==> src/design/olsi_pkg.sv <==
// Package for the operator lamp status indicator: register map, fields, timing.
// Assumes a 125 MHz system clock and a 32-bit AXI4-Lite register bus.
package olsi_pkg;

  // Register byte offsets
  localparam logic [7:0] OLSI_CTRL_OFS    = 8'h00;
  localparam logic [7:0] OLSI_STATE_OFS   = 8'h04;
  localparam logic [7:0] OLSI_EVENT_OFS   = 8'h08;
  localparam logic [7:0] OLSI_LAMP_OFS    = 8'h0C;
  localparam logic [7:0] OLSI_IRQ_STS_OFS = 8'h10;
  localparam logic [7:0] OLSI_IRQ_MSK_OFS = 8'h14;

  // Control register fields
  localparam int OLSI_CTRL_ACCEPT_BIT = 0;
  localparam int OLSI_CTRL_REQREV_BIT = 1;
  localparam logic [1:0] OLSI_CTRL_RESET = 2'h0;

  // Event / interrupt bit positions
  localparam int OLSI_EV_LOCAL_TERM   = 0;
  localparam int OLSI_EV_NOTDRV_TERM  = 1;
  localparam int OLSI_EV_PANEL_STOP   = 2;
  localparam int OLSI_EV_POWERUP_RUN  = 3;
  localparam int OLSI_EV_ALARM        = 4;
  localparam int OLSI_NUM_EV          = 5;

  // Flash timing in milliseconds and clock rate
  localparam int OLSI_CLK_HZ        = 125_000_000;
  localparam int OLSI_FLASH_MS      = 500;
  localparam int OLSI_QUICK_MS      = 125;
  localparam int OLSI_FLASH_CYCLES  = OLSI_CLK_HZ / 1000 * OLSI_FLASH_MS;
  localparam int OLSI_QUICK_CYCLES  = OLSI_CLK_HZ / 1000 * OLSI_QUICK_MS;

  // AXI response codes
  localparam logic [1:0] OLSI_RESP_OKAY   = 2'h0;
  localparam logic [1:0] OLSI_RESP_SLVERR = 2'h2;

  // Drive status inputs
  typedef struct packed {
    logic alarm;
    logic param_err;
    logic tune_fault;
    logic tuning;
    logic reverse;
    logic drive_mode;
    logic show_output_frequency_lamp;
    logic local_ctrl;
    logic running;
    logic decel;
    logic fast_stop;
    logic safety_off;
    logic run_cmd;
    logic term_run;
    logic freq_zero;
    logic stop_key;
    logic powerup_run_accept_setting;
  } olsi_drive_t;

  // Lamp outputs
  typedef struct packed {
    logic alarm_lamp;
    logic reverse_direction_lamp;
    logic drive_mode_lamp;
    logic output_frequency_lamp;
    logic local_remote_lamp;
    logic run_lamp;
  } olsi_lamps_t;

  // Run lamp pattern choice
  typedef enum logic [1:0] {OLSI_RUN_OFF, OLSI_RUN_ON, OLSI_RUN_FLASH, OLSI_RUN_QUICK} olsi_run_t;

endpackage

==> src/design/olsi_top.sv <==
// Operator lamp status indicator: decodes drive state into panel lamps.
// Assumes synchronous drive status inputs and an AXI4-Lite master on clk_i.
//
// Decided for this implementation: the placing of the registers and the AXI4-Lite slave port.
`timescale 1ns/1ns
module olsi_top
  import olsi_pkg::*;
#(
  parameter int FLASH_CYCLES = olsi_pkg::OLSI_FLASH_CYCLES,
  parameter int QUICK_CYCLES = olsi_pkg::OLSI_QUICK_CYCLES
) (
  // Clock and reset
  input  wire logic                  clk_i,
  input  wire logic                  rst_b_i,
  // Drive state
  input  wire olsi_pkg::olsi_drive_t drive_i,
  // Lamps, direction and interrupt
  output olsi_pkg::olsi_lamps_t      lamps_o,
  output logic                       reverse_select_o,
  output logic                       irq_o,
  // AXI4-Lite write address
  input  wire logic                  s_axi_awvalid_i,
  output logic                       s_axi_awready_o,
  input  wire logic [7:0]            s_axi_awaddr_i,
  // AXI4-Lite write data
  input  wire logic                  s_axi_wvalid_i,
  output logic                       s_axi_wready_o,
  input  wire logic [31:0]           s_axi_wdata_i,
  input  wire logic [3:0]            s_axi_wstrb_i,
  // AXI4-Lite write response
  output logic                       s_axi_bvalid_o,
  input  wire logic                  s_axi_bready_i,
  output logic [1:0]                 s_axi_bresp_o,
  // AXI4-Lite read address
  input  wire logic                  s_axi_arvalid_i,
  output logic                       s_axi_arready_o,
  input  wire logic [7:0]            s_axi_araddr_i,
  // AXI4-Lite read data
  output logic                       s_axi_rvalid_o,
  input  wire logic                  s_axi_rready_i,
  output logic [31:0]                s_axi_rdata_o,
  output logic [1:0]                 s_axi_rresp_o
);
  import olsi_pkg::*;

  // Flash dividers
  logic [31:0]         flash_cnt;
  logic [31:0]         quick_cnt;
  logic                flash_ph;
  logic                quick_ph;
  // Drive history
  olsi_drive_t         prev;
  logic                powered;
  logic                remote_hold;
  logic                notdrv_hold;
  logic                stop_hold;
  logic                powerup_hold;
  logic                alarm_flash;
  // Registers
  logic [1:0]          ctrl;
  logic [OLSI_NUM_EV-1:0] irq_sts;
  logic [OLSI_NUM_EV-1:0] irq_msk;
  logic                rev_sel;
  olsi_lamps_t         lamps;
  // Bus state
  logic                aw_held;
  logic                w_held;
  logic [7:0]          aw_addr;
  logic [31:0]         w_data;
  logic [3:0]          w_strb;
  logic                ack_alarm;

  wire flash_wrap = (flash_cnt == 32'(FLASH_CYCLES - 1));
  wire quick_wrap = (quick_cnt == 32'(QUICK_CYCLES - 1));

  always_ff @(posedge clk_i or negedge rst_b_i) begin
    if (!rst_b_i) begin
      flash_cnt <= 32'h0000_0000;
      quick_cnt <= 32'h0000_0000;
      flash_ph  <= 1'b0;
      quick_ph  <= 1'b0;
    end else begin
      flash_cnt <= flash_wrap ? 32'h0000_0000 : flash_cnt + 32'h0000_0001;
      quick_cnt <= quick_wrap ? 32'h0000_0000 : quick_cnt + 32'h0000_0001;
      flash_ph  <= flash_wrap ? ~flash_ph : flash_ph;
      quick_ph  <= quick_wrap ? ~quick_ph : quick_ph;
    end
  end

  // Edge terms of the drive inputs
  wire term_run_rise  = drive_i.term_run & ~prev.term_run;
  wire went_remote    = prev.local_ctrl & ~drive_i.local_ctrl;
  wire stop_press     = drive_i.stop_key & ~prev.stop_key;
  wire alarm_rise     = (drive_i.alarm & ~prev.alarm) | (drive_i.param_err & ~prev.param_err)
                        | (drive_i.tune_fault & ~prev.tune_fault);
  // terminal run entered in local, then switched remote
  wire ev_local_term  = went_remote & drive_i.term_run;
  wire ev_notdrv_term = term_run_rise & ~drive_i.drive_mode;
  wire ev_panel_stop  = stop_press & drive_i.running & ~drive_i.local_ctrl;
  // power-up with run active and setting zero
  wire ev_powerup     = ~powered & drive_i.run_cmd & ~drive_i.powerup_run_accept_setting;
  wire [OLSI_NUM_EV-1:0] events = {alarm_rise, ev_powerup, ev_panel_stop, ev_notdrv_term, ev_local_term};

  // Quick-flash holds: local terminal until term_run drops, not-drive terminal until term_run drops or drive_mode sets, stop and power-up until run_cmd drops
  always_ff @(posedge clk_i or negedge rst_b_i) begin
    if (!rst_b_i) begin
      prev         <= '0;
      powered      <= 1'b0;
      remote_hold  <= 1'b0;
      notdrv_hold  <= 1'b0;
      stop_hold    <= 1'b0;
      powerup_hold <= 1'b0;
      alarm_flash  <= 1'b0;
    end else begin
      prev         <= drive_i;
      powered      <= 1'b1;
      remote_hold  <= ev_local_term | (remote_hold & drive_i.term_run);
      notdrv_hold  <= ev_notdrv_term | (notdrv_hold & drive_i.term_run & ~drive_i.drive_mode);
      stop_hold    <= ev_panel_stop | (stop_hold & drive_i.run_cmd);
      powerup_hold <= ev_powerup | (powerup_hold & drive_i.run_cmd);
      // flash on a fresh alarm until acknowledged
      alarm_flash  <= alarm_rise | (alarm_flash & ~ack_alarm & (drive_i.alarm | drive_i.param_err
                      | drive_i.tune_fault));
    end
  end

  wire quick_any = remote_hold | notdrv_hold | stop_hold | powerup_hold
                   | (drive_i.fast_stop & drive_i.decel)
                   | drive_i.safety_off;
  wire flash_any = drive_i.decel | (drive_i.run_cmd & drive_i.freq_zero);
  olsi_run_t run_mode;
  assign run_mode = quick_any ? OLSI_RUN_QUICK :
                    flash_any ? OLSI_RUN_FLASH :
                    drive_i.running ? OLSI_RUN_ON : OLSI_RUN_OFF;

  logic run_lamp_n;
  always_comb begin
    case (run_mode)
      OLSI_RUN_QUICK: run_lamp_n = quick_ph;
      OLSI_RUN_FLASH: run_lamp_n = flash_ph;
      OLSI_RUN_ON:    run_lamp_n = 1'b1;
      default:        run_lamp_n = 1'b0;
    endcase
  end

  wire any_alarm   = drive_i.alarm | drive_i.param_err | drive_i.tune_fault;
  // Lamp goes dark as soon as every cause is gone, even in mid-flash
  wire alarm_lamp_n = any_alarm & (~alarm_flash | flash_ph);

  olsi_lamps_t next_lamps;
  always_comb begin
    next_lamps.alarm_lamp             = alarm_lamp_n;
    next_lamps.reverse_direction_lamp = drive_i.reverse;
    next_lamps.drive_mode_lamp        = drive_i.drive_mode | drive_i.tuning;
    next_lamps.output_frequency_lamp  = drive_i.show_output_frequency_lamp;
    next_lamps.local_remote_lamp      = drive_i.local_ctrl;
    next_lamps.run_lamp               = run_lamp_n;
  end

  always_ff @(posedge clk_i or negedge rst_b_i) begin
    if (!rst_b_i) begin
      lamps <= '0;
    end else begin
      lamps <= next_lamps;
    end
  end
  assign lamps_o = lamps;

  // AXI4-Lite write path: address and data taken in either order
  assign s_axi_awready_o = ~aw_held & ~s_axi_bvalid_o;
  assign s_axi_wready_o  = ~w_held & ~s_axi_bvalid_o;
  wire   aw_take   = s_axi_awvalid_i & s_axi_awready_o;
  wire   w_take    = s_axi_wvalid_i & s_axi_wready_o;
  wire   wr_fire   = aw_held & w_held;
  wire   wr_ctrl   = wr_fire & (aw_addr == OLSI_CTRL_OFS) & w_strb[0];
  wire   wr_sts    = wr_fire & (aw_addr == OLSI_IRQ_STS_OFS) & w_strb[0];
  wire   wr_msk    = wr_fire & (aw_addr == OLSI_IRQ_MSK_OFS) & w_strb[0];
  wire   wr_ok     = (aw_addr == OLSI_CTRL_OFS) | (aw_addr == OLSI_IRQ_STS_OFS)
                     | (aw_addr == OLSI_IRQ_MSK_OFS);
  assign ack_alarm = wr_sts & w_data[OLSI_EV_ALARM];
  wire [OLSI_NUM_EV-1:0] sts_clr = wr_sts ? w_data[OLSI_NUM_EV-1:0] : '0;

  // reverse only accepted under local control
  wire next_rev_sel = drive_i.local_ctrl ? ctrl[OLSI_CTRL_REQREV_BIT] : rev_sel;

  always_ff @(posedge clk_i or negedge rst_b_i) begin
    if (!rst_b_i) begin
      aw_held        <= 1'b0;
      w_held         <= 1'b0;
      aw_addr        <= 8'h00;
      w_data         <= 32'h0000_0000;
      w_strb         <= 4'h0;
      s_axi_bvalid_o <= 1'b0;
      s_axi_bresp_o  <= OLSI_RESP_OKAY;
      ctrl           <= OLSI_CTRL_RESET;
      irq_msk        <= '0;
      irq_sts        <= '0;
      rev_sel        <= 1'b0;
    end else begin
      if (aw_take) begin
        aw_held <= 1'b1;
        aw_addr <= {s_axi_awaddr_i[7:2], 2'b00};
      end else if (wr_fire) begin
        aw_held <= 1'b0;
      end
      if (w_take) begin
        w_held <= 1'b1;
        w_data <= s_axi_wdata_i;
        w_strb <= s_axi_wstrb_i;
      end else if (wr_fire) begin
        w_held <= 1'b0;
      end
      if (wr_fire) begin
        s_axi_bvalid_o <= 1'b1;
        s_axi_bresp_o  <= wr_ok ? OLSI_RESP_OKAY : OLSI_RESP_SLVERR;
      end else if (s_axi_bready_i) begin
        s_axi_bvalid_o <= 1'b0;
      end
      if (wr_ctrl) begin
        ctrl <= w_data[1:0];
      end
      if (wr_msk) begin
        irq_msk <= w_data[OLSI_NUM_EV-1:0];
      end
      // Set wins over a simultaneous write-one clear
      irq_sts <= (irq_sts & ~sts_clr) | events;
      rev_sel <= next_rev_sel;
    end
  end

  assign reverse_select_o = rev_sel;
  assign irq_o            = |(irq_sts & irq_msk);

  // AXI4-Lite read path
  assign s_axi_arready_o = ~s_axi_rvalid_o;
  wire [7:0] ra = {s_axi_araddr_i[7:2], 2'b00};
  wire [31:0] state_word = {15'h0000, drive_i};
  logic [31:0] rd_val;
  logic        rd_ok;
  always_comb begin
    rd_ok = 1'b1;
    if (ra == OLSI_CTRL_OFS) begin
      rd_val = {30'h0000_0000, ctrl};
    end else if (ra == OLSI_STATE_OFS) begin
      rd_val = state_word;
    end else if (ra == OLSI_EVENT_OFS) begin
      rd_val = {26'h000_0000, rev_sel, 1'b0, remote_hold, notdrv_hold, stop_hold, powerup_hold};
    end else if (ra == OLSI_LAMP_OFS) begin
      rd_val = {24'h00_0000, run_mode, lamps};
    end else if (ra == OLSI_IRQ_STS_OFS) begin
      rd_val = {27'h000_0000, irq_sts};
    end else if (ra == OLSI_IRQ_MSK_OFS) begin
      rd_val = {27'h000_0000, irq_msk};
    end else begin
      rd_val = 32'h0000_0000;
      rd_ok  = 1'b0;
    end
  end

  always_ff @(posedge clk_i or negedge rst_b_i) begin
    if (!rst_b_i) begin
      s_axi_rvalid_o <= 1'b0;
      s_axi_rdata_o  <= 32'h0000_0000;
      s_axi_rresp_o  <= OLSI_RESP_OKAY;
    end else begin
      if (s_axi_arvalid_i & s_axi_arready_o) begin
        s_axi_rvalid_o <= 1'b1;
        s_axi_rdata_o  <= rd_val;
        s_axi_rresp_o  <= rd_ok ? OLSI_RESP_OKAY : OLSI_RESP_SLVERR;
      end else if (s_axi_rready_i) begin
        s_axi_rvalid_o <= 1'b0;
      end
    end
  end

endmodule

==> config.mk <==
export PLATFORM = sky130hd
export DESIGN_NAME = olsi_top
export DESIGN_NICKNAME = d
export VERILOG_FILES = /design/src/design/olsi_pkg.sv /design/src/design/olsi_top.sv
export SDC_FILE = /design/constraint.sdc
export NUM_CORES = 1
export LEC_CHECK = 0
export BUFFER_PORTS_ARGS = -buffer_cell sky130_fd_sc_hd__buf_2
export CAP_MARGIN = 40
export CELL_PAD_IN_SITES_DETAIL_PLACEMENT = 0
export CELL_PAD_IN_SITES_GLOBAL_PLACEMENT = 2
export CORE_ASPECT_RATIO = 0.9
export CORE_MARGIN = 5
export CORE_UTILIZATION = 32
export CTS_CLUSTER_DIAMETER = 150
export DETAILED_ROUTE_END_ITERATION = 8
export GPL_TIMING_DRIVEN = 0
export HOLD_SLACK_MARGIN = 0.15
export PLACE_DENSITY = 0.82
export REMOVE_ABC_BUFFERS = 1
export SYNTH_ARGS = -nofsm -noshare
export SYNTH_HDL_FRONTEND = slang
export SYNTH_SLANG_ARGS = --single-unit
==> constraint.sdc <==
create_clock -name clk_i -period 1.95 [get_ports clk_i]
set_clock_uncertainty 0.1 [all_clocks]
set_input_delay 0.2925 -clock clk_i [delete_from_list [all_inputs] [get_ports clk_i]]
set_output_delay 0.2925 -clock clk_i [all_outputs]
set_load 0.05 [all_outputs]
== Yosys cells after proc, flatten, opt, wreduce, memory -nomap -nowiden ==
Cells that the tools add are included.
Cells by class
  add/subtract/negate cells: 2
  bitwise operators: 75
  reductions and logical operators: 7
  muxes and demuxes: 28
  equal/unequal tests: 12
Operators by type and width (number)
  32-bit by 1-bit adder with 32-bit output (second input constant): 2
  32-bit 2-to-1 mux: 2
  1-bit bitwise AND: 35
  17-bit 2-to-1 mux: 2
  32-bit by 24-bit equality test with 1-bit output (second input constant): 1
  32-bit by 26-bit equality test with 1-bit output (second input constant): 1
  6-bit by 3-bit equality test with 1-bit output (second input constant): 4
  1-bit OR: 19
  1-bit inverter: 17
  8-bit zero test: 2
  8-bit 2-to-1 mux: 2
  5-bit 2-to-1 mux: 3
  1-bit 2-to-1 mux: 14
  6-bit by 2-bit equality test with 1-bit output (second input constant): 2
  5-bit bitwise AND: 2
  2-bit 2-to-1 mux: 4
  2-bit nonzero test: 4
  6-bit by 1-bit equality test with 1-bit output (second input constant): 1
  5-bit inverter: 1
  5-bit OR: 1
  5-bit OR reduction: 1
  2-bit equality test (second input constant): 2
  1-bit case mux with 3 select lines: 1
  2-bit by 1-bit equality test with 1-bit output (second input constant): 1
Word-level totals
  bits of input ports: 76
  logic and storage cells: 159
  register bits: 148

== Longest topological paths before layout ==
Gate-level depths: netlist of run 1.
  word-level depth: 10
  gate-level depth with buffers: 7
  mapped depth without buffers: 6

== Worst setup path after synthesis of run 1 ==
No wires, ideal clock.
  path kind: flip-flop to flip-flop
  start point: register s_axi_bvalid_o
  end point: register aw_addr[2]
  cell stages (with the launch flop): 5
  library setup time: 0.125 ns
  path buffers: 1
  setup slack: -0.412 ns
  data arrival time: 2.138 ns
  clock period less this slack: 2.362 ns
  cell sequence: dfrtp_1 nor2_1 and2_1 clkbuf_1 mux2_2
Between the ends
  cells in the longest elaborated chain, start to end: 3
Ends and longest elaborated chain
  start, declared: line olsi_top.sv:31  | output logic s_axi_bvalid_o,
  start signal, assigned: line olsi_top.sv:193  | s_axi_bvalid_o <= 1'b0;
  start signal, assigned: line olsi_top.sv:214  | s_axi_bvalid_o <= 1'b1;
  start signal, assigned: line olsi_top.sv:217  | s_axi_bvalid_o <= 1'b0;
  1-bit inverter: line olsi_top.sv:170  | assign s_axi_awready_o = ~aw_held & ~s_axi_bvalid_o;
  1-bit bitwise AND: line olsi_top.sv:170
  via s_axi_awready_o: line olsi_top.sv:23  | output logic s_axi_awready_o,
  1-bit bitwise AND: line olsi_top.sv:172  | wire aw_take = s_axi_awvalid_i & s_axi_awready_o;
  end signal, assigned: line olsi_top.sv:202  | aw_addr <= {s_axi_awaddr_i[7:2], 2'b00};
  end, declared: line olsi_top.sv:68  | logic [7:0] aw_addr;
The timed path passes the listed nets, and every way through them passes these cells.
A chain may end at the register's enable or synchronous reset.

== Worst setup path in the final report of run 1 ==
  start point: register flash_cnt[6]
  end point: register flash_cnt[31]
Between the ends
  cells in the longest elaborated chain, start to end: 2
  elaborated cells on any way between the ends: 3
Ends and longest elaborated chain
  start, declared: line olsi_top.sv:47  | logic [31:0] flash_cnt;
  start signal, assigned: line olsi_top.sv:83  | flash_cnt <= flash_wrap ? 32'h0000_0000 : flash_cnt + 32'h0000_0001;
  32-bit by 1-bit adder with 32-bit output or 32-bit by 26-bit equality test with 1-bit output (tied branches): line olsi_top.sv:83, olsi_top.sv:73
  32-bit 2-to-1 mux (*): line olsi_top.sv:83
Mark *: on every way between the ends. The rest lies on a longest branch, timed or not.

==> results by group, run 1 <==
Clock tree
  – Clk sinks: between 100 and 150
  – Worst-Skew Late Latency: 410 ps
  – Total clock buffers created by CTS: 17
  – CTS tree: done
  – Root Buffer: clkbuf_16
  – Htree depth: 4
  – CTS max path bufs: 2
  – Clock transition at the registers of the reported paths: approximately 50 ps

GRT
  – Grt total ovfl: 0
  – Pin count of the biggest net entering global routing: 98
  – Antenna violations before repair: 0
  – First-pass GRT wire length: 24300 um
  – Global Route Usage Sum: 0.137
  – Vias in the first global route: approximately 4600

Finish
  – Layout cells sized above 1: 0.293
  – Final Net Count: between 700 and 800
  – Final instance area: 0.00803 sq mm
  – FILL cells: 1699
  – Area Growth Syn to Fin: 33.5%
  – Fin cells: 947
  – Antenna diode count: 0
  – Register area: 0.00329 sq mm
  – Area of the multi-input gates: 0.00277 sq mm

Place
  – DP Cell Count: 854
  – Area after DPL: 0.00661 sq mm
  – Port Buf Inserts: 73
  – GPL Wtd Cong: 0.834
  – Detail Placement HPWL: 10000 um
  – Worst slack at placement: -692 ps

Worst setup path
  – Crit path max fanout: 4
  – Worst endpoint data arrival time: roughly 2200 ps
  – Crit end category: register
  – Reg2Reg Depth: 5
  – Setup Crit Path Kind: reg2reg
  – Crit start category: register
  – Crit path required time: 2190 ps

Yosys
  – Post-synth EDFFs: 0
  – Yosys warning total: 0
  – Post-synth top area cell: dfrtp_1
  – Cells after synthesis: 548
  – Cell variety after synth: 57
  – Seq/Total Area, Yosys: 0.545
  – Ys flop type: dfrtp_1
  – Register bit total from synthesis: about 130
  – Mapped Avg Cell Area: 11.0 sq um
  – Post-synthesis cell area: 0.00602 sq mm
  – Yosys top cell area share: 0.545
  – FFs w/ async S/R, synth: 1.00
  – Top post-synthesis cells by area: dfrtp_1 54%, xnor2_1 5.2%, mux2_2 4.3%

Power and ir drop
  – Clock power share: 0.421
  – Lkg Pwr: 3.68 nW
  – Gate power share: 0.166
  – Sequential share of power: 0.413
  – Peak VDD IR: roughly 0.00059 V
  – P_sw: 0.00224 W
  – Sw frac: 0.288
  – Total power: 0.00778 W
  – Pwr/cell area: 969 mW/mm^2
  – P_int: 0.00554 W

Detailed routing
  – Drt first-iter violations: roughly 260
  – Post-DRT Antenna Nets: 0
  – Vias: 4610
  – Vias per cell: 4.87
  – DRC: 0
  – WL per Instance: about 15 um
  – First-pass iteration count of the detailed router: 4
  – Final wirelength: 14600 um

Timing
  – Fmax: ~0.5 GHz
  – Fin crit share: 1.01
  – Worst Max-Slew Pin Slew: 482 ps
  – Fin. max-slew vios: 0
  – Final hold violation count: 0
  – Final setup fails: 1
  – Crit path time final: 1960 ps
  – Max_slew headroom: 0.674
  – Unrepaired setup endpoints after global routing: yes
  – Worst setup margin: -14.9 ps

Floorplanning
  – Core ar.: 0.0185 sq mm
  – Initial core utilization: 0.326
  – Number of core rows: 47
  – Total I/O pin count: 125
  – Horiz. Die Dim: 155 um
  – Die Area: 0.0216 sq mm
  – Die H: 140 um

Hold path
  – Hold Crit Depth: 3
  – Worst Hold Class: in2reg

Status
  – Status: complete, but fails checks
  – Failing checks: negative setup slack

Run
  – Max_cap viols: 0
-- cell usage after synthesis (10+ instances only) --
cell type  count
nor4_1        15
a22o_1        12
nand4_1       16
buf_4         20
nor3_1        10
nor2_1        45
nand3_1       27
xnor2_1       36
mux2_2        23
nand2_1       51
xor2_1        22
dfrtp_1      131
inv_1         13
o21ai_0       10
-- per-stage QoR --
stage | util | hold slack (ps) | setup TNS [ps]
floorplan | - | -103 | -9730
global placement | 0.355 | 320 | -186290
detailed placement | 0.358 | 112 | -20330
CTS | 0.424 | 191 | -38.9
global route | 0.435 | 181 | -596
finish | 0.435 | 198 | -14.9
-- logic make-up (layout without fill, tap and decap cells) --
logic type	after synthesis	count (layout)	synth area share
simple gates	216	216	0.194
flops	131	131	0.545
compound gates	66	66	0.0786
xor+xnor	58	58	0.0844
buf+inv	45	183	0.0410
mux	28	28	0.0514
fa+ha+maj	2	2	0.00416
other cells	2	18	0.00125
-- registers in the layout (all words and copies together), names as in the netlist, 2 cells and up --
name           flops
aw_addr            6
ctrl               2
flash_cnt         32
irq_msk            5
irq_sts            5
lamps_o            6
prev               5
quick_cnt         32
s_axi_rdata_o     17
w_data             5
-- layout by cell type, fill, tap and decap left out, types with 4 or more instances in the layout --
cell type / instances
nor3_1: 5
dfrtp_1: 123
inv_1: 13
dfrtp_2: 8
a22o_1: 12
nand2b_1: 6
a21o_1: 4
xnor2_1: 36
nand3_2: 4
conb_1: 18
o21ai_0: 10
clkbuf_16: 17
o31ai_1: 4
nand3_1: 24
nor4_4: 7
buf_4: 24
o22ai_1: 7
and3_1: 9
nand2_1: 48
mux2_2: 23
and4_1: 6
nor2b_1: 8
nor4_1: 8
xor2_1: 22
a21oi_1: 9
buf_2: 71
mux2i_1: 5
nor3_2: 4
nand4_1: 16
clkinvlp_4: 4
dlygate4sd3_1: 33
nor2_1: 41
buf_6: 7
-- critical path: stages (launching register included) --
cell and delay (ps):
dfrtp_2 410, nand3_2 150, or3_4 440, or4_4 480, nor4_4 160, xor2_1 160
-- worst paths after layout --
kind | from | slack (ps) | to
worst max-delay path | flash_cnt[6]$_DFF_PN0_ | -10 | flash_cnt[31]$_DFF_PN0_
worst min-delay path | drive_i[5] | 200 | lamps_o[0]$_DFF_PN0_
worst max register to register | flash_cnt[6]$_DFF_PN0_ | -10 | flash_cnt[31]$_DFF_PN0_
worst min register to register | alarm_flash$_DFF_PN0_ | 350 | lamps_o[5]$_DFF_PN0_
max in group asynchronous | rst_b_i | 690 | flash_cnt[7]$_DFF_PN0_
min in group asynchronous | rst_b_i | 250 | w_strb[0]$_DFFE_PN0P_
-- layout make-up --
cell class	count	area share
flip-flops and latches	131	0.409
multi-input cells	388	0.345
repair buffers	138	0.125
clock buffers	20	0.0568
well taps	245	0.0382
clock inverters	12	0.0195
inverters	13	0.00607
-- what timing repair did --
item	CTS	global route
endpoints found under the setup margin	74	67
hold endpoints to repair	178	0
buffers inserted	17	10
gates resized for setup	29	27
hold buffers	33	0
pin swaps	10	5
gates cloned	0	1
-- power by group through the flow --
| stage | Combinational (W) | Sequential, W | Clock [W] |
|---|---|---|---|
| floorplan | 0.000700 | 0.00333 | 0 |
| global placement | 0.00116 | 0.00322 | 0 |
| detailed placement | 0.00120 | 0.00324 | 0 |
| CTS | 0.00128 | 0.00320 | 0.00335 |
| global route | 0.00139 | 0.00325 | 0.00347 |
| finish | 0.00129 | 0.00321 | 0.00327 |
-- metal layers --
| layer | GRT usage | wire (um) | vias up |
|---|---|---|---|
| met5 | 0 | 0 | - |
| li1 | - | - | 2201 |
| met3 | 0.0355 | 765 | 18 |
| met2 | 0.218 | 6960 | 107 |
| met4 | 0.0432 | 224 | 0 |
| met1 | 0.183 | 6610 | 2284 |
Power figures use the tool's default switching activity.
==> run 2: changes to the inputs <==
CORE_ASPECT_RATIO = not set   (was 0.9)
==> results by group, run 2 (synthesis gave the netlist of run 1 again) <==
Timing
  – Worst Max-Slew Pin Slew: 522 ps (+39.6 ps)
  – Worst setup margin: -32.0 ps (-17.1 ps)
  – Fmax: 0.505 GHz (-0.86%)
  – Final TNS setup: -87.1 ps (-72.2 ps)
  – Fin crit share: 1.02 (+0.00878)
  – Unrepaired setup endpoints after global routing: yes
  – Final setup fails: 6 (+5)
  – Fin. max-slew vios: 0 (unchanged)
  – Crit path time final: 1980 ps (+17.1 ps)
  – Max_slew headroom: 0.649 (-0.0252)
  – Final hold violation count: 0 (unchanged)

Floorplanning
  – Core ar.: 0.0186 sq mm (+0.62%)
  – Horiz. Die Dim: 147 um (-4.8%)
  – Die Area: 0.0216 sq mm (about the same)
  – Number of core rows: 50 (+6.4%)
  – Total I/O pin count: 125 (unchanged)
  – Initial core utilization: 0.324 (-0.00202)
  – Die H: 147 um (+5.0%)

Finish
  – Antenna diode count: 0 (unchanged)
  – Top flop regs: flash_cnt x32, quick_cnt x32, s_axi_rdata_o x17
  – Final instance area: 0.00819 sq mm (+1.9%)
  – Layout cells sized above 1: 0.331 (+0.0380)
  – FILL cells: 1716 (+1.0%)
  – Commonest non-fill, non-tap cells in the layout: 120 x dfrtp_1, 73 x buf_2, 47 x nand2_1
  – Area Growth Syn to Fin: 36.1%
  – Most common cell after layout, fill and taps aside: dfrtp_1
  – Final Net Count: 774 (+0.91%)
  – Fin util: 0.441 (+0.00545)

GRT
  – Global Route Usage Sum: 0.138 (+0.00124)
  – Vias in the first global route: 4717 (+1.7%)
  – Pin count of the biggest net entering global routing: 81 (-17%)
  – Grt total ovfl: 0 (unchanged)
  – First-pass GRT wire length: 24000 um (-1.0%)
  – Antenna violations before repair: 0 (unchanged)

Detailed routing
  – WL per Instance: 15.5 um (+0.94%)
  – Vias: 4658 (+1.0%)
  – DRC: 0 (unchanged)
  – First-pass iteration count of the detailed router: 4 (unchanged)
  – Post-DRT Antenna Nets: 0 (unchanged)
  – Final wirelength: 14600 um (+0.52%)
  – Vias per cell: 4.94 (+1.5%)
  – Drt first-iter violations: 277 (+6.9%)

Run
  – Max_cap viols: 0 (unchanged)

Clock tree
  – Total clock buffers created by CTS: 17 (unchanged)
  – Clock transition at the registers of the reported paths: 60 ps (about the same)
  – CTS tree: done
  – Htree depth: 4 (unchanged)
  – CTS max path bufs: 2 (unchanged)
  – Clk sinks: 131 (unchanged)
  – Root Buffer: clkbuf_16
  – Worst-Skew Late Latency: 420 ps (about the same)

Status
  – Status: complete, but fails checks
  – Failing checks: negative setup slack

Worst setup path
  – Setup Crit Path Kind: reg2reg
  – Reg2Reg Depth: 5 (unchanged)
  – Crit path required time: 2180 ps (about the same)
  – Crit end category: register
  – Crit path max fanout: 4 (unchanged)
  – Worst endpoint data arrival time: 2220 ps (+20 ps)
  – Crit start category: register

Power and ir drop
  – Pwr/cell area: 970 mW/mm^2 (+0.16%)
  – Peak VDD IR: 0.000544 V (-7.6%)
  – Lkg Pwr: 3.70 nW (+0.59%)

Hold path
  – Hold Crit Depth: 3 (unchanged)
  – Worst Hold Class: in2reg

Place
  – Area after DPL: 0.00660 sq mm (-0.26%)
  – Detail Placement HPWL: 9860 um (-1.9%)
  – Port Buf Inserts: 73 (unchanged)
  – GPL Wtd Cong: 0.801 (-3.9%)
-- run 2: changes by cell type in the layout (fill, tap and decap cells not counted), moves of 3 or more --
cell     change
nor4_1       +3
dfrtp_2      +3
dfrtp_1      -3
buf_6        -3
nor2_1      -17
nor2_2       +8
nor2_4       +9
buf_4        +9
-- run 2: final timing paths --
check	startpoint	end	slack, ps
min in group asynchronous	rst_b_i	powered$_DFF_PN0_	280
setup reg to reg	flash_cnt[5]$_DFF_PN0_	flash_cnt[31]$_DFF_PN0_	-30
setup / recovery	flash_cnt[5]$_DFF_PN0_	flash_cnt[31]$_DFF_PN0_	-30
hold reg to reg	prev[3]$_DFF_PN0_	irq_sts[1]$_DFF_PN0_	350
hold / removal	s_axi_araddr_i[4]	s_axi_rresp_o[1]$_DFFE_PN0P_	180
max in group asynchronous	rst_b_i	flash_cnt[14]$_DFF_PN0_	700
-- run 2: cell type report --
cell class                      instances  area, sq um  area share
Clock buffer                           18          429      0.0524
Clock inverter                         14          211      0.0258
Inverter                               13         48.8     0.00596
Multi-Input combinational cell        388         2870       0.351
Sequential cell                       131         3290       0.402
Tap cell                              234          293      0.0358
Timing Repair Buffer                  145         1040       0.127
-- run 2: worst max-delay path, stage by stage (launching register included) --
cell and delay, ps:
dfrtp_2 430, nand3_4 100, or3_4 420, or4_4 480, nor4_4 170, xor2_1 190
-- run 2: routing by layer --
metal,global-route usage,part of all wire,vias up
met3,0.0386,0.053,31
met4,0.0680,0.029,0
met1,0.173,0.44,2279
li1,-,-,2215
met2,0.219,0.48,133
met5,0,0,-
-- run 2: through the flow --
| stage | worst slack, ps | cells | hold slack (ps) | total power, W |
|---|---|---|---|---|
| after floorplan | -335 | 532 | -103 | 0.00403 |
| after global placement | -1190 | 839 | 320 | 0.00437 |
| after detailed placement | -920 | 843 | 174 | 0.00442 |
| after CTS | -53.3 | 926 | 160 | 0.00799 |
| after global routing | -139 | 943 | 184 | 0.00828 |
| final | -32.0 | 943 | 177 | 0.00794 |
-- run 2: repair_timing --
action / in CTS / in global routing
gates resized for setup: 42 / 49
gates cloned: 1 / 0
pin swaps: 16 / 21
hold endpoints to repair: 97 / 0
setup endpoints to repair: 69 / 71
hold buffers: 32 / 0
buffers inserted: 18 / 17
-- run 2: power by group --
part	switching [W]	internal (W)	total, W
sequential	0.000239	0.00298	0.00322
combinational	0.000793	0.000470	0.00126
clock	0.00120	0.00226	0.00346
==> run 3: changes to the inputs <==
SETUP_SLACK_MARGIN = 0.4   (was not set)
==> results by group, run 3 (synthesis gave the netlist of run 1 again) <==
Timing
  – Worst Max-Slew Pin Slew: 505 ps (-17.5 ps)
  – Max_slew headroom: 0.664 (+0.0149)
  – Worst setup margin: -28.6 ps (+3.37 ps)
  – Unrepaired setup endpoints after global routing: yes
  – Final TNS setup: -53.2 ps (+33.9 ps)
  – Final hold violation count: 0 (unchanged)
  – Final setup fails: 5 (-1)
  – Fmax: 0.505 GHz (+0.17%)
  – Crit path time final: 1980 ps (-3.37 ps)
  – Hold Worst Slack: 168 ps (-9.23 ps)
  – Fin crit share: 1.01 (-0.00173)
  – Fin. max-slew vios: 0 (unchanged)

Finish
  – Commonest non-fill, non-tap cells in the layout: 117 x dfrtp_1, 67 x buf_2, 59 x buf_4
  – Layout cells sized above 1: 0.421 (+0.0891)
  – Area Growth Syn to Fin: 47.1%
  – Most common cell after layout, fill and taps aside: dfrtp_1
  – Antenna diode count: 0 (unchanged)
  – Final instance area: 0.00885 sq mm (+8.1%)
  – Top flop regs: flash_cnt x32, quick_cnt x32, s_axi_rdata_o x17
  – Final Net Count: 814 (+5.2%)
  – FILL cells: 1617 (-5.8%)

Worst setup path
  – Setup Crit Path Kind: reg2reg
  – Slowest CP cell: or4_4
  – CP top delay family: simple AND/OR/NAND/NOR gates
  – Crit path max fanout: 4 (unchanged)
  – Crit path required time: 2200 ps (+20 ps)
  – Worst endpoint data arrival time: 2230 ps (about the same)
  – Crit start category: register
  – CP peak stage delay: 470 ps (about the same)
  – Cell Chain, Critical Path: nand3_1 > or3_4 > or4_4 > buf_4 > nor2_2 > xor2_1
  – Buffer and inverter count on the worst path: 1 (+1)
  – Crit end category: register

Detailed routing
  – Met1 WL: 6710 um (+5.3%)
  – Routed wl met3: 698 um (-9.2%)
  – Final wirelength: 15900 um (+8.4%)
  – WL per Instance: 16.1 um (+4.0%)
  – Vias per cell: 4.96 (+0.32%)
  – Vias: 4871 (+4.6%)
  – DRC: 0 (unchanged)
  – First-pass iteration count of the detailed router: 4 (unchanged)
  – Post-DRT Antenna Nets: 0 (unchanged)
  – Highest Signal Layer: met4
  – Drt first-iter violations: 258 (-6.9%)
  – Met2 routed WL: 8020 um (+14%)

Place
  – Area after DPL: 0.00660 sq mm (unchanged)
  – GPL Wtd Cong: 0.801 (unchanged)
  – Worst slack at placement: -920 ps (unchanged)
  – Detail Placement HPWL: 9860 um (unchanged)
  – Port Buf Inserts: 73 (unchanged)

Clock tree
  – CTS tree: done
  – Worst-Skew Late Latency: 420 ps (about the same)
  – Clk sinks: 131 (unchanged)
  – Total clock buffers created by CTS: 17 (unchanged)
  – Root Buffer: clkbuf_16
  – Htree depth: 4 (unchanged)
  – Clock transition at the registers of the reported paths: 60 ps (about the same)
  – CTS max path bufs: 2 (unchanged)

Hold path
  – Worst Hold Class: in2reg

Floorplanning
  – Die H: 147 um (unchanged)
  – Number of core rows: 50 (unchanged)
  – Horiz. Die Dim: 147 um (unchanged)
  – Core ar.: 0.0186 sq mm (unchanged)
  – Initial core utilization: 0.324 (unchanged)
  – Die Area: 0.0216 sq mm (unchanged)
  – Total I/O pin count: 125 (unchanged)

GRT
  – First-pass GRT wire length: 25200 um (+4.9%)
  – Global Route Usage Sum: 0.144 (+0.00629)
  – Antenna violations before repair: 0 (unchanged)
  – Pin count of the biggest net entering global routing: 81 (unchanged)
  – Vias in the first global route: 4901 (+3.9%)
  – Grt total ovfl: 0 (unchanged)

Power and ir drop
  – Pwr/cell area: 918 mW/mm^2 (-5.3%)
  – Lkg Pwr: 4.05 nW (+9.5%)
  – Peak VDD IR: 0.000510 V (-6.4%)

Status
  – Failing checks: negative setup slack
  – Status: complete, but fails checks

Run
  – Max_cap viols: 0 (unchanged)
==> run 3: layer usage <==
metal  global-route usage  vias to the layer above
li1                     -                     2290
met1                0.177                     2433
met2                0.239                      118
met3               0.0364                       30
met4               0.0680                        0
met5                    0                        -
==> run 3: timing repair <==
| item | 4_1_cts | 5_1_grt |
|---|---|---|
| pin swaps | 46 | 43 |
| cloned | 0 | 1 |
| hold endpoints to repair | 97 | 1 |
| resized for setup | 117 | 64 |
| endpoints found under the setup margin | 93 | 96 |
| buffers inserted | 52 | 23 |
| hold buffers | 31 | 1 |
==> run 3: power by group <==
| part | switching [W] | internal [W] |
|---|---|---|
| registers | 0.000260 | 0.00298 |
| clock network | 0.00121 | 0.00226 |
| logic | 0.000829 | 0.000589 |
| total | 0.00230 | 0.00583 |
==> run 3: final cells by class <==
type / count / area (sq um) / area share
Timing Repair Buffer: 185 / 1430 / 0.161
Inverter: 13 / 48.8 / 0.00551
Clock buffer: 18 / 429 / 0.0485
Tap cell: 234 / 293 / 0.0331
Multi-Input combinational cell: 388 / 3140 / 0.355
Sequential cell: 131 / 3300 / 0.372
Clock inverter: 14 / 211 / 0.0239
==> run 3: stage by stage <==
| step | utilization | total power, W | std cells |
|---|---|---|---|
| 2_1_floorplan | - | 0.00403 | 532 |
| 3_3_place_gp | 0.352 | 0.00437 | 839 |
| 3_5_place_dp | 0.355 | 0.00442 | 843 |
| 4_1_cts | 0.452 | 0.00817 | 958 |
| 5_1_grt | 0.476 | 0.00846 | 983 |
| 6_report | 0.476 | 0.00813 | 983 |
==> run 3: worst register-to-register path: stages, from the launching register on <==
cell and delay [ps]:
dfrtp_1 410, nand3_1 140, or3_4 390, or4_4 470
buf_4 160, nor2_2 80, xor2_1 150
==> run 3: worst paths after layout <==
check,cells past startpoint,start,to,slack [ps]
setup / recovery,6,flash_cnt[17]$_DFF_PN0_,flash_cnt[27]$_DFF_PN0_,-30
hold / removal,3,drive_i[5],lamps_o[0]$_DFF_PN0_,170
setup reg to reg,6,flash_cnt[17]$_DFF_PN0_,flash_cnt[27]$_DFF_PN0_,-30
hold reg to reg,1,prev[3]$_DFF_PN0_,irq_sts[1]$_DFF_PN0_,350
max in group asynchronous,3,rst_b_i,flash_cnt[13]$_DFF_PN0_,700
min in group asynchronous,2,rst_b_i,powered$_DFF_PN0_,270
